[config.mk]
export PLATFORM = sky130hd
export DESIGN_NAME = cle_engine
export DESIGN_NICKNAME = d
export VERILOG_FILES = /design/src/logic/cle_sync.v /design/src/logic/cle_cfg_mem.v /design/src/logic/cle_engine.v
export VERILOG_INCLUDE_DIRS = /design/src /design/src/logic
export SDC_FILE = /design/constraint.sdc
export NUM_CORES = 1
export LEC_CHECK = 0
export ABC_AREA = 1
export BUFFER_PORTS_ARGS = -buffer_cell sky130_fd_sc_hd__buf_4
export CAP_MARGIN = 10
export CORE_UTILIZATION = 62
export DETAILED_ROUTE_END_ITERATION = 10
export HOLD_SLACK_MARGIN = 0.15
export PLACE_DENSITY = 0.8
export SLEW_MARGIN = 10
export SYNTH_ARGS = -nofsm -noshare
export SYNTH_HDL_FRONTEND = slang
export SYNTH_SLANG_ARGS = --single-unit
[constraint.sdc]
create_clock -name clk -period 22.3 [get_ports clk]
set_input_delay 5.575 -clock clk [delete_from_list [all_inputs] [get_ports clk]]
set_output_delay 5.575 -clock clk [all_outputs]
set_load 0.005 [all_outputs]
[src/logic/cle_regs.vh]
// Constants for the cascaded logic equation engine
// Operation
// - Four selectable input signals per equation
// - Each gate input individually invertible
// - Rise and fall delays after gate
// - Unlatched and latched outputs both provided
// - Latched output also offered inverted
// - Selectable latch clear, optionally inverted
// - Clear dominates set on latch
// - Equations evaluated in ascending index order
// - Evaluation pass repeats continuously
// - Equation outputs selectable as equation inputs
// - Lower producer gives same-pass result
// - Higher producer gives previous-pass result
// - Inputs and outputs readable for status
`ifndef CLE_REGS_VH
`define CLE_REGS_VH

// Array geometry
`define CLE_NUM_EQ 8
`define CLE_IDX_W 3
`define CLE_EXT_W 16
`define CLE_SIG_W 32
`define CLE_SEL_W 5
`define CLE_DLY_W 8

// Signal list layout: external, unlatched results, latched results
`define CLE_SIG_EXT_BASE 0
`define CLE_SIG_OUT_BASE 16
`define CLE_SIG_LAT_BASE 24

// Configuration word field positions
`define CLE_CFG_W 48
`define CLE_F_SEL0 0
`define CLE_F_INV 20
`define CLE_F_OP 24
`define CLE_F_RST_SEL 26
`define CLE_F_RST_INV 31
`define CLE_F_RISE 32
`define CLE_F_FALL 40
`define CLE_CFG_RESET 48'h0000_0000_0000

// Gate operator codes
`define CLE_OP_AND 2'h0
`define CLE_OP_OR 2'h1
`define CLE_OP_NAND 2'h2
`define CLE_OP_NOR 2'h3

`endif

[src/logic/cle_sync.v]
// Two-stage synchroniser for a group of asynchronous levels
`default_nettype none

module cle_sync #(
   parameter W = 16
) (
   // Clock and reset
   input wire clk,
   input wire rst_b,
   // Asynchronous levels in, synchronised levels out
   input wire [W-1:0] async_in,
   output reg [W-1:0] sync_out
);

   // First stage, read only by the second stage
   reg [W-1:0] meta_q;

   // Two flops cut metastability before any logic sees the level
   always @(posedge clk or negedge rst_b) begin
      if (!rst_b) begin
         meta_q <= {W{1'b0}};
         sync_out <= {W{1'b0}};
      end else begin
         meta_q <= async_in;
         sync_out <= meta_q;
      end
   end

endmodule // cle_sync

`default_nettype wire

[src/logic/cle_cfg_mem.v]
// Per-equation configuration memory with registered read data
`include "cle_regs.vh"
`default_nettype none

module cle_cfg_mem (
   // Clock and reset
   input wire clk,
   input wire rst_n,
   // Write port from the configuration side
   input wire wr_en,
   input wire [`CLE_IDX_W-1:0] wr_addr,
   input wire [`CLE_CFG_W-1:0] wr_data,
   // Read port toward the evaluator
   input wire [`CLE_IDX_W-1:0] rd_addr,
   output reg [`CLE_CFG_W-1:0] rd_data
);

   // One configuration word per equation
   reg [`CLE_CFG_W-1:0] mem_q [0:`CLE_NUM_EQ-1];
   integer i;

   // Cleared at reset so an unconfigured equation is a harmless AND of signal 0
   always @(posedge clk or negedge rst_n) begin
      if (!rst_n) begin
         for (i = 0; i < `CLE_NUM_EQ; i = i + 1) begin
            mem_q[i] <= `CLE_CFG_RESET;
         end
         rd_data <= `CLE_CFG_RESET;
      end else begin
         if (wr_en) begin
            mem_q[wr_addr] <= wr_data;
         end
         rd_data <= mem_q[rd_addr];
      end
   end

endmodule // cle_cfg_mem

`default_nettype wire

[src/logic/cle_engine.v]
// Sequential evaluator for the cascaded logic equation array
`include "cle_regs.vh"
`default_nettype none

module cle_engine (
   // Clock and asynchronous reset
   input wire clk,
   input wire rst_b,
   // Status signals from protection functions, asynchronous
   input wire [`CLE_EXT_W-1:0] ext_sig,
   // Configuration write port, same clock domain
   input wire cfg_we,
   input wire [`CLE_IDX_W-1:0] cfg_idx,
   input wire [`CLE_CFG_W-1:0] cfg_wdata,
   // Status display selection, same clock domain
   input wire [`CLE_IDX_W-1:0] stat_idx,
   // Equation results toward relay drivers and blocking inputs
   output reg [`CLE_NUM_EQ-1:0] eq_out,
   output reg [`CLE_NUM_EQ-1:0] eq_latched,
   output reg [`CLE_NUM_EQ-1:0] eq_latched_n,
   // One-cycle pulse when a full pass has finished
   output reg pass_done,
   // Status display of the selected equation
   output reg [3:0] stat_inputs,
   output reg stat_gate,
   output reg stat_out,
   output reg stat_latched
);

   // Schedule of one pass, two cycles per equation:
   //   fetch n : the word of equation n is read from the memory; at n = 0 the
   //             synchronised status levels are frozen for the whole pass
   //   eval n  : equation n is worked out and its state written at the edge
   // With eight equations a pass takes sixteen cycles, and pass_done marks the
   // fetch of equation 0 that follows the evaluation of the last one.
   //
   // Age of what an equation reads:
   //   results of lower indices were written earlier in this same pass
   //   results of its own and of higher indices still hold the last pass
   //   status levels are the picture frozen at the start of the pass
   // A backward chain therefore costs one pass per step; users who need the
   // fastest path should number producers below their consumers.
   //
   // Timer: a change of the gate result is counted once per pass, and the
   // timed result follows only when the count has reached the delay chosen
   // for that direction; a delay of zero passes the change on in the same
   // pass. A change that goes away first restarts the count, so pulses that
   // are shorter than the delay never reach the outputs or the latch.
   //
   // Outputs are copies of the internal state, one cycle late, so that every
   // top-level output leaves a flip-flop.

   // State codes, one-hot
   localparam [1:0] S_FETCH = 2'h1;
   localparam [1:0] S_EVAL = 2'h2;
   // Last index worked out as an integer, then cut to pointer width on purpose
   localparam integer LAST_IDX_I = `CLE_NUM_EQ - 1;
   localparam [`CLE_IDX_W-1:0] LAST_IDX = LAST_IDX_I[`CLE_IDX_W-1:0];

   // Reset synchroniser stages
   reg rst_meta_q;
   reg rst_n_q;

   // Sequencer state and equation pointer
   reg [1:0] state_q;
   reg [`CLE_IDX_W-1:0] ptr_q;

   // External signals after synchronising, and their per-pass snapshot
   wire [`CLE_EXT_W-1:0] ext_sync;
   reg [`CLE_EXT_W-1:0] ext_q;

   // Per-equation state
   reg [`CLE_NUM_EQ-1:0] out_q;            // Timed unlatched result
   reg [`CLE_NUM_EQ-1:0] lat_q;            // Latched result
   reg [`CLE_NUM_EQ-1:0] gate_q;           // Raw gate result, for status
   reg [`CLE_DLY_W-1:0] cnt_q [0:`CLE_NUM_EQ-1]; // Pending-change pass count
   reg [3:0] cin_q [0:`CLE_NUM_EQ-1];      // Conditioned inputs, for status

   // Configuration word of the equation being evaluated
   wire [`CLE_CFG_W-1:0] cfg_rd;

   // Fields of the fetched word, named once so the evaluator reads plainly
   wire [4*`CLE_SEL_W-1:0] f_sel; // Four input selects
   wire [3:0] f_inv; // Per-input inversion
   wire [1:0] f_op; // Gate operator code
   wire [`CLE_SEL_W-1:0] f_rst_sel; // Latch clear select
   wire f_rst_inv; // Latch clear inversion
   wire [`CLE_DLY_W-1:0] f_rise; // Passes a rising change must last
   wire [`CLE_DLY_W-1:0] f_fall; // Passes a falling change must last

   // State of the equation under the pointer
   wire out_cur;
   wire lat_cur;
   wire [`CLE_DLY_W-1:0] cnt_cur;

   // Combinational evaluation results
   reg [`CLE_SIG_W-1:0] sigvec;
   reg [3:0] cin;
   reg gate;
   reg clr;
   reg tout;
   reg lat_d;
   reg [`CLE_DLY_W-1:0] dly;
   reg [`CLE_DLY_W-1:0] cnt_d;
   reg [`CLE_SEL_W-1:0] sel;
   integer k;
   integer j; // Loop index of the reset branch, kept apart from k

   // Reset released through two flops; assertion stays asynchronous
   always @(posedge clk or negedge rst_b) begin
      if (!rst_b) begin
         rst_meta_q <= 1'b0;
         rst_n_q <= 1'b0;
      end else begin
         rst_meta_q <= 1'b1;
         rst_n_q <= rst_meta_q;
      end
   end

   // Pin-level status signals come from other domains
   cle_sync #(
      .W(`CLE_EXT_W)
   ) u_sync (
      .clk(clk),
      .rst_b(rst_n_q),
      .async_in(ext_sig),
      .sync_out(ext_sync)
   );

   // Configuration words; read address follows the pointer during fetch
   cle_cfg_mem u_mem (
      .clk(clk),
      .rst_n(rst_n_q),
      .wr_en(cfg_we),
      .wr_addr(cfg_idx),
      .wr_data(cfg_wdata),
      .rd_addr(ptr_q),
      .rd_data(cfg_rd)
   );

   // Field split of the configuration word
   assign f_sel = cfg_rd[`CLE_F_SEL0 +: 4*`CLE_SEL_W];
   assign f_inv = cfg_rd[`CLE_F_INV +: 4];
   assign f_op = cfg_rd[`CLE_F_OP +: 2];
   assign f_rst_sel = cfg_rd[`CLE_F_RST_SEL +: `CLE_SEL_W];
   assign f_rst_inv = cfg_rd[`CLE_F_RST_INV];
   assign f_rise = cfg_rd[`CLE_F_RISE +: `CLE_DLY_W];
   assign f_fall = cfg_rd[`CLE_F_FALL +: `CLE_DLY_W];

   // Current equation's stored state, picked out by the pointer
   assign out_cur = out_q[ptr_q];
   assign lat_cur = lat_q[ptr_q];
   assign cnt_cur = cnt_q[ptr_q];

   // Evaluate the equation under the pointer
   always @* begin
      // Signal list: snapshot inputs, then live results of this pass
      sigvec = {lat_q, out_q, ext_q};
      // Each bit of out_q below the pointer was already rewritten this pass,
      // each bit above still holds the previous pass
      cin = 4'h0;
      sel = {`CLE_SEL_W{1'b0}};
      for (k = 0; k < 4; k = k + 1) begin
         sel = f_sel[k * `CLE_SEL_W +: `CLE_SEL_W];
         // Selected signal, inverted on request
         cin[k] = sigvec[sel] ^ f_inv[k];
      end
      // Gate operator
      case (f_op)
         `CLE_OP_AND: begin
            gate = &cin;
         end
         `CLE_OP_OR: begin
            gate = |cin;
         end
         `CLE_OP_NAND: begin
            gate = ~(&cin);
         end
         `CLE_OP_NOR: begin
            gate = ~(|cin);
         end
         default: begin
            gate = 1'b0;
         end
      endcase
      // Delay picked by the direction of the pending change
      dly = gate ? f_rise : f_fall;
      if (gate == out_cur) begin
         // Change withdrawn before its time: output stands, count restarts
         tout = out_cur;
         cnt_d = {`CLE_DLY_W{1'b0}};
      end else if (cnt_cur >= dly) begin
         // Change has persisted for the full number of passes
         tout = gate;
         cnt_d = {`CLE_DLY_W{1'b0}};
      end else begin
         // Count one more pass of the pending change
         tout = out_cur;
         cnt_d = cnt_cur + {{(`CLE_DLY_W-1){1'b0}}, 1'b1};
      end
      // Latch clear from the list, optionally inverted
      clr = sigvec[f_rst_sel] ^ f_rst_inv;
      // Clear dominates a simultaneous set
      if (clr) begin
         lat_d = 1'b0;
      end else if (tout) begin
         lat_d = 1'b1;
      end else begin
         lat_d = lat_cur;
      end
   end

   // Sequencer: fetch then evaluate each equation, wrapping without pause
   always @(posedge clk or negedge rst_n_q) begin
      if (!rst_n_q) begin
         state_q <= S_FETCH;
         ptr_q <= {`CLE_IDX_W{1'b0}};
         ext_q <= {`CLE_EXT_W{1'b0}};
         pass_done <= 1'b0;
      end else begin
         pass_done <= 1'b0;
         case (state_q)
            S_FETCH: begin
               // External inputs frozen for a whole pass, so every equation
               // of one pass sees the same picture
               if (ptr_q == {`CLE_IDX_W{1'b0}}) begin
                  ext_q <= ext_sync;
               end
               state_q <= S_EVAL;
            end
            S_EVAL: begin
               state_q <= S_FETCH;
               if (ptr_q == LAST_IDX) begin
                  // Next pass starts right after the last equation
                  ptr_q <= {`CLE_IDX_W{1'b0}};
                  pass_done <= 1'b1;
               end else begin
                  // Strictly ascending index order
                  ptr_q <= ptr_q + {{(`CLE_IDX_W-1){1'b0}}, 1'b1};
               end
            end
            default: begin
               // Recover from an illegal code by restarting the pass
               state_q <= S_FETCH;
               ptr_q <= {`CLE_IDX_W{1'b0}};
            end
         endcase
      end
   end

   // Per-equation state is written only in the evaluate step
   always @(posedge clk or negedge rst_n_q) begin
      if (!rst_n_q) begin
         out_q <= {`CLE_NUM_EQ{1'b0}};
         lat_q <= {`CLE_NUM_EQ{1'b0}};
         gate_q <= {`CLE_NUM_EQ{1'b0}};
         for (j = 0; j < `CLE_NUM_EQ; j = j + 1) begin
            cnt_q[j] <= {`CLE_DLY_W{1'b0}};
            cin_q[j] <= 4'h0;
         end
      end else if (state_q == S_EVAL) begin
         // Result stored at once so later equations this pass see it
         out_q[ptr_q] <= tout;
         lat_q[ptr_q] <= lat_d;
         gate_q[ptr_q] <= gate;
         cnt_q[ptr_q] <= cnt_d;
         cin_q[ptr_q] <= cin;
      end
   end

   // Output flops: results mirrored one cycle after evaluation
   always @(posedge clk or negedge rst_n_q) begin
      if (!rst_n_q) begin
         eq_out <= {`CLE_NUM_EQ{1'b0}};
         eq_latched <= {`CLE_NUM_EQ{1'b0}};
         eq_latched_n <= {`CLE_NUM_EQ{1'b1}};
      end else begin
         // Plain and stored results side by side
         eq_out <= out_q;
         eq_latched <= lat_q;
         // Complement of the stored result
         eq_latched_n <= ~lat_q;
      end
   end

   // Status display follows live state of the selected equation
   always @(posedge clk or negedge rst_n_q) begin
      if (!rst_n_q) begin
         stat_inputs <= 4'h0;
         stat_gate <= 1'b0;
         stat_out <= 1'b0;
         stat_latched <= 1'b0;
      end else begin
         // Readable while the passes keep running
         stat_inputs <= cin_q[stat_idx];
         stat_gate <= gate_q[stat_idx];
         stat_out <= out_q[stat_idx];
         stat_latched <= lat_q[stat_idx];
      end
   end

endmodule // cle_engine

`default_nettype wire

==> impl_results.html <==
<table>
<tr><th>Metric</th><th>Value</th></tr>
<tr><th colspan="2">Status</th></tr>
<tr><td>Outcome</td><td>complete, no violations</td></tr>
<tr><th colspan="2">Worst setup path</th></tr>
<tr><td>Start of the worst register-to-register path</td><td>u_mem.rd_data[0]</td></tr>
<tr><td>Register-to-register setup slack</td><td>~17 ns</td></tr>
<tr><td>Worst Reg-to-Reg Cells</td><td>21</td></tr>
<tr><td>Arrival @ worst endpoint</td><td>7.88 ns</td></tr>
<tr><td>Required time of the worst setup path</td><td>around 23 ns</td></tr>
<tr><td>Setup crit end</td><td>u_mem.mem_q[65]</td></tr>
<tr><td>Worst setup EP type</td><td>register</td></tr>
<tr><td>Launch point of the worst path</td><td>cfg_idx[0]</td></tr>
<tr><td>Critical path type</td><td>input pin to register</td></tr>
<tr><td>Startpoint Class</td><td>input pin</td></tr>
<tr><td>Maximum fanout count along the critical path</td><td>96</td></tr>
<tr><td>Worst reg2reg endpoint</td><td>out_q[3]</td></tr>
<tr><th colspan="2">Clocking</th></tr>
<tr><td>Number of clock buffers inserted by TritonCTS</td><td>60</td></tr>
<tr><td>Clock tree root driver cell</td><td>clkbuf_16</td></tr>
<tr><td>Level count of the clock H-tree</td><td>2</td></tr>
<tr><td>Clock tree from TritonCTS</td><td>built</td></tr>
<tr><td>Post-CTS setup repair buffer count</td><td>0</td></tr>
<tr><td>Clock Tree Buf Depth</td><td>3</td></tr>
<tr><td>Number of gates resized after CTS</td><td>0</td></tr>
<tr><td>Clock-pin slew on the worst setup and hold paths</td><td>about 0.060 ns</td></tr>
<tr><td>Clock network latency to the later pin of the worst-skew pair</td><td>0.64 ns</td></tr>
<tr><td>TritonCTS sink count</td><td>between 600 and 700</td></tr>
<tr><td>CTS Hold Bufs</td><td>0</td></tr>
<tr><th colspan="2">Yosys</th></tr>
<tr><td>Total nets after synthesis</td><td>3072</td></tr>
<tr><td>Most used standard cell by instance count after synthesis</td><td>nand2_1</td></tr>
<tr><td>Synth area leader</td><td>dfrtp_1</td></tr>
<tr><td>Count of distinct cell types in the synthesized netlist</td><td>between 40 and 50</td></tr>
<tr><td>Number of warnings reported in the yosys synthesis log</td><td>0</td></tr>
<tr><td>Cell types with the highest counts after synthesis</td><td>nand2_1, dfrtp_1, o21ai_0</td></tr>
<tr><td>Number of enable flip-flop cells after synthesis</td><td>0</td></tr>
<tr><td>Post-Syn Area</td><td>27550 um2</td></tr>
<tr><td>Largest cells by area after synthesis</td><td>dfrtp_1, nand2_1, o21ai_0</td></tr>
<tr><td>Post-synthesis area per instance</td><td>9.225 um2</td></tr>
<tr><td>Async SR Flop Fraction</td><td>100.0%</td></tr>
<tr><td>Sequential share of the synthesized area</td><td>58.07%</td></tr>
<tr><td>Dominant register cell in the synthesized netlist</td><td>dfrtp_1</td></tr>
<tr><td>Count of state elements after synthesis</td><td>639</td></tr>
<tr><td>Instance count of the mapped netlist</td><td>2987</td></tr>
<tr><td>Top cell type's share of synthesized area</td><td>57.22%</td></tr>
<tr><th colspan="2">Timing</th></tr>
<tr><td>Worst Clk Skew</td><td>0.02173 ns</td></tr>
<tr><td>Total negative slack for setup checks</td><td>0 ns</td></tr>
<tr><td>Number of setup violations in the final report</td><td>0</td></tr>
<tr><td>Setup repair after global routing missed its margin</td><td>no</td></tr>
<tr><td>Slew Limit Fails</td><td>0</td></tr>
<tr><td>Time the worst path needs with I/O delays and setup</td><td>7.366 ns</td></tr>
<tr><td>Achievable clock frequency</td><td>135.8 MHz</td></tr>
<tr><td>Slew Limit Headroom</td><td>about 17%</td></tr>
<tr><td>Final period utilization</td><td>about a third</td></tr>
<tr><td>Final Hold Violating Endpoints</td><td>0</td></tr>
<tr><td>Worst Max-Slew Pin Slew</td><td>roughly 1.3 ns</td></tr>
<tr><th colspan="2">Die</th></tr>
<tr><td>Initial core utilization</td><td>63.41%</td></tr>
<tr><td>Die extent in y</td><td>between 200 and 250 um</td></tr>
<tr><td>Standard-cell rows</td><td>76</td></tr>
<tr><td>Number of ports placed on the die boundary</td><td>between 100 and 150</td></tr>
<tr><td>Core Area</td><td>approximately 43000 um2</td></tr>
<tr><td>Total Die Area</td><td>about 45000 um2</td></tr>
<tr><td>Die Wd</td><td>212.8 um</td></tr>
<tr><th colspan="2">Route</th></tr>
<tr><td>Post-detailed-route wirelength per cell</td><td>20.03 um</td></tr>
<tr><td>Drt first-iter violations</td><td>2590</td></tr>
<tr><td>Number of detailed-routing iterations run before antenna repair</td><td>6</td></tr>
<tr><td>Final routed wirelength across all metal layers</td><td>72660 um</td></tr>
<tr><td>Detailed-route DRC error count</td><td>0</td></tr>
<tr><td>Final antenna-violating net count</td><td>0</td></tr>
<tr><td>Per-cell via count in the routed design</td><td>slightly above 6</td></tr>
<tr><td>Routed via count</td><td>roughly 22k</td></tr>
<tr><th colspan="2">Global route</th></tr>
<tr><td>GR Util All Layers</td><td>between 30% and 40%</td></tr>
<tr><td>Maximum number of pins on one net before global-route repair</td><td>approximately 200</td></tr>
<tr><td>Vias in the first global route</td><td>22.15k</td></tr>
<tr><td>Initial antenna violation count</td><td>3</td></tr>
<tr><td>First-pass GRT wire length</td><td>roughly 120000 um</td></tr>
<tr><td>Grt total ovfl</td><td>0</td></tr>
<tr><th colspan="2">Power and ir drop</th></tr>
<tr><td>Portion of total power attributed to the clock network</td><td>36.0%</td></tr>
<tr><td>Power after layout</td><td>3.197 mW</td></tr>
<tr><td>Worst VDD drop</td><td>0.09095 mV</td></tr>
<tr><td>Power spent charging and discharging nets</td><td>0.9294 mW</td></tr>
<tr><td>Internal cell power</td><td>2.268 mW</td></tr>
<tr><td>Part of the total power dissipated in combinational logic</td><td>15.7%</td></tr>
<tr><td>Total power per unit cell area</td><td>103.8 nW/um2</td></tr>
<tr><td>Switching Fraction</td><td>29.07%</td></tr>
<tr><td>Share of power burned in registers</td><td>around half</td></tr>
<tr><td>Static Leak</td><td>~14 nW</td></tr>
<tr><th colspan="2">Min path</th></tr>
<tr><td>Hold path depth</td><td>0</td></tr>
<tr><td>Hold Startpoint</td><td>u_sync.meta_q[6]</td></tr>
<tr><td>HP Class</td><td>register to register</td></tr>
<tr><th colspan="2">Place</th></tr>
<tr><td>Half-perimeter wire length of the detailed placement result</td><td>42120 um</td></tr>
<tr><td>Number of buffers inserted by port buffering</td><td>104</td></tr>
<tr><td>Global placer's final weighted congestion</td><td>0.9154</td></tr>
<tr><td>Inst Count DP</td><td>3515</td></tr>
<tr><th colspan="2">Layout</th></tr>
<tr><td># nets final</td><td>3077</td></tr>
<tr><td>Antenna cell count</td><td>0</td></tr>
<tr><td>Fraction of final layout cells sized beyond drive strength 1</td><td>approximately 13%</td></tr>
<tr><td>Number of standard cells in the layout, taps in and fillers out</td><td>3628</td></tr>
<tr><td>Post-synthesis to final-layout area growth</td><td>11.74%</td></tr>
<tr><th colspan="2">Flow run</th></tr>
<tr><td>Number of max-cap violations</td><td>0</td></tr>
</table>
## registers in the layout, indices dropped and copies added (netlist names), 8 cells and up
name             flops
gate_q               8
ext_q               16
eq_out               8
u_sync.meta_q       16
u_mem.mem_q        384
cnt_q               64
eq_latched_n         8
out_q                8
cin_q               32
eq_latched           8
lat_q                8
u_sync.sync_out     16
u_mem.rd_data       48
## logic make-up after synthesis
kind of cell               count (synthesis)  share of synthesized area (%)
AOI/OAI and AO/OA                        789                          17.41
xor gates and xnor gates                   7                         0.2498
adders and majority gates                 12                         0.5449
buffers and inverters                    373                          5.463
DFF                                      639                          58.07
muxes                                      9                         0.3360
other                                      1                        0.01361
and+or+nand+nor                         1157                          17.90
## area by class of cell
type | count | area [um2]
clock inverter | 34 | 533.0
tap | 585 | 732.0
sequential | 639 | 16010
multi-input combinational | 1975 | 10120
clock buffer | 79 | 1734
fill | 3239 | 12670
timing repair buffer | 120 | 913.4
inverter | 196 | 749.5
## worst max-delay path: stages
cell and delay [ns]:
buf_4 0.11, nor2_1 0.53, nand3_4 1.01, o21ai_0 0.59
## worst min path at each step
stage / to / slack [ns]
after CTS: u_sync.sync_out[6] / 0.35
after detailed placement: u_sync.sync_out[4] / 0.34
final: u_sync.sync_out[6] / 0.35
after floorplan: rst_n_q / 0.33
after global routing: u_sync.sync_out[0] / 0.36
after global placement: rst_n_q / 0.34
## power by group through the flow
stage | clock (mW) | combinational, mW | sequential (mW)
final | 1.15 | 0.503 | 1.54
after global routing | 1.21 | 0.575 | 1.56
after CTS | 1.16 | 0.503 | 1.54
after detailed placement | 0 | 0.495 | 1.55
after global placement | 0 | 0.471 | 1.54
after floorplan | 0 | 0.364 | 1.51
## layer usage
metal	part of all wire [%]	vias to the layer above	global-route usage, %
met5	0	-	0
met4	2.7	0	11.34
met3	9.0	192	6.236
met2	47	1054	53.40
met1	41	10910	45.61
li1	-	10039	-
## layout by cell type (no fill, tap or decap), drive strengths merged, types with 13 or more instances in the layout
cell type and n:
a21oi 69, a221oi 52, a22o 23, a22oi 57, buf 120, bufinv 13, clkbuf 79, clkinv 20
dfrtp 630, inv 194, nand2 867, nand3 154, nand4 34, nor2 95, o2111ai 19, o21ai 536
## through the flow
step | area [um2] | util (%) | hold WS [ns] | worst slack (ns)
finish | 30790 | 70.85 | 0.3530 | 14.93
detailed placement | 28520 | 65.63 | 0.3365 | 14.38
global route | 30790 | 70.85 | 0.3614 | 14.78
global placement | 28520 | 65.63 | 0.3358 | 14.57
CTS | 30790 | 70.85 | 0.3547 | 15.00
floorplan | 27550 | - | 0.3312 | 3.186
(Power assumes the default switching activity.)
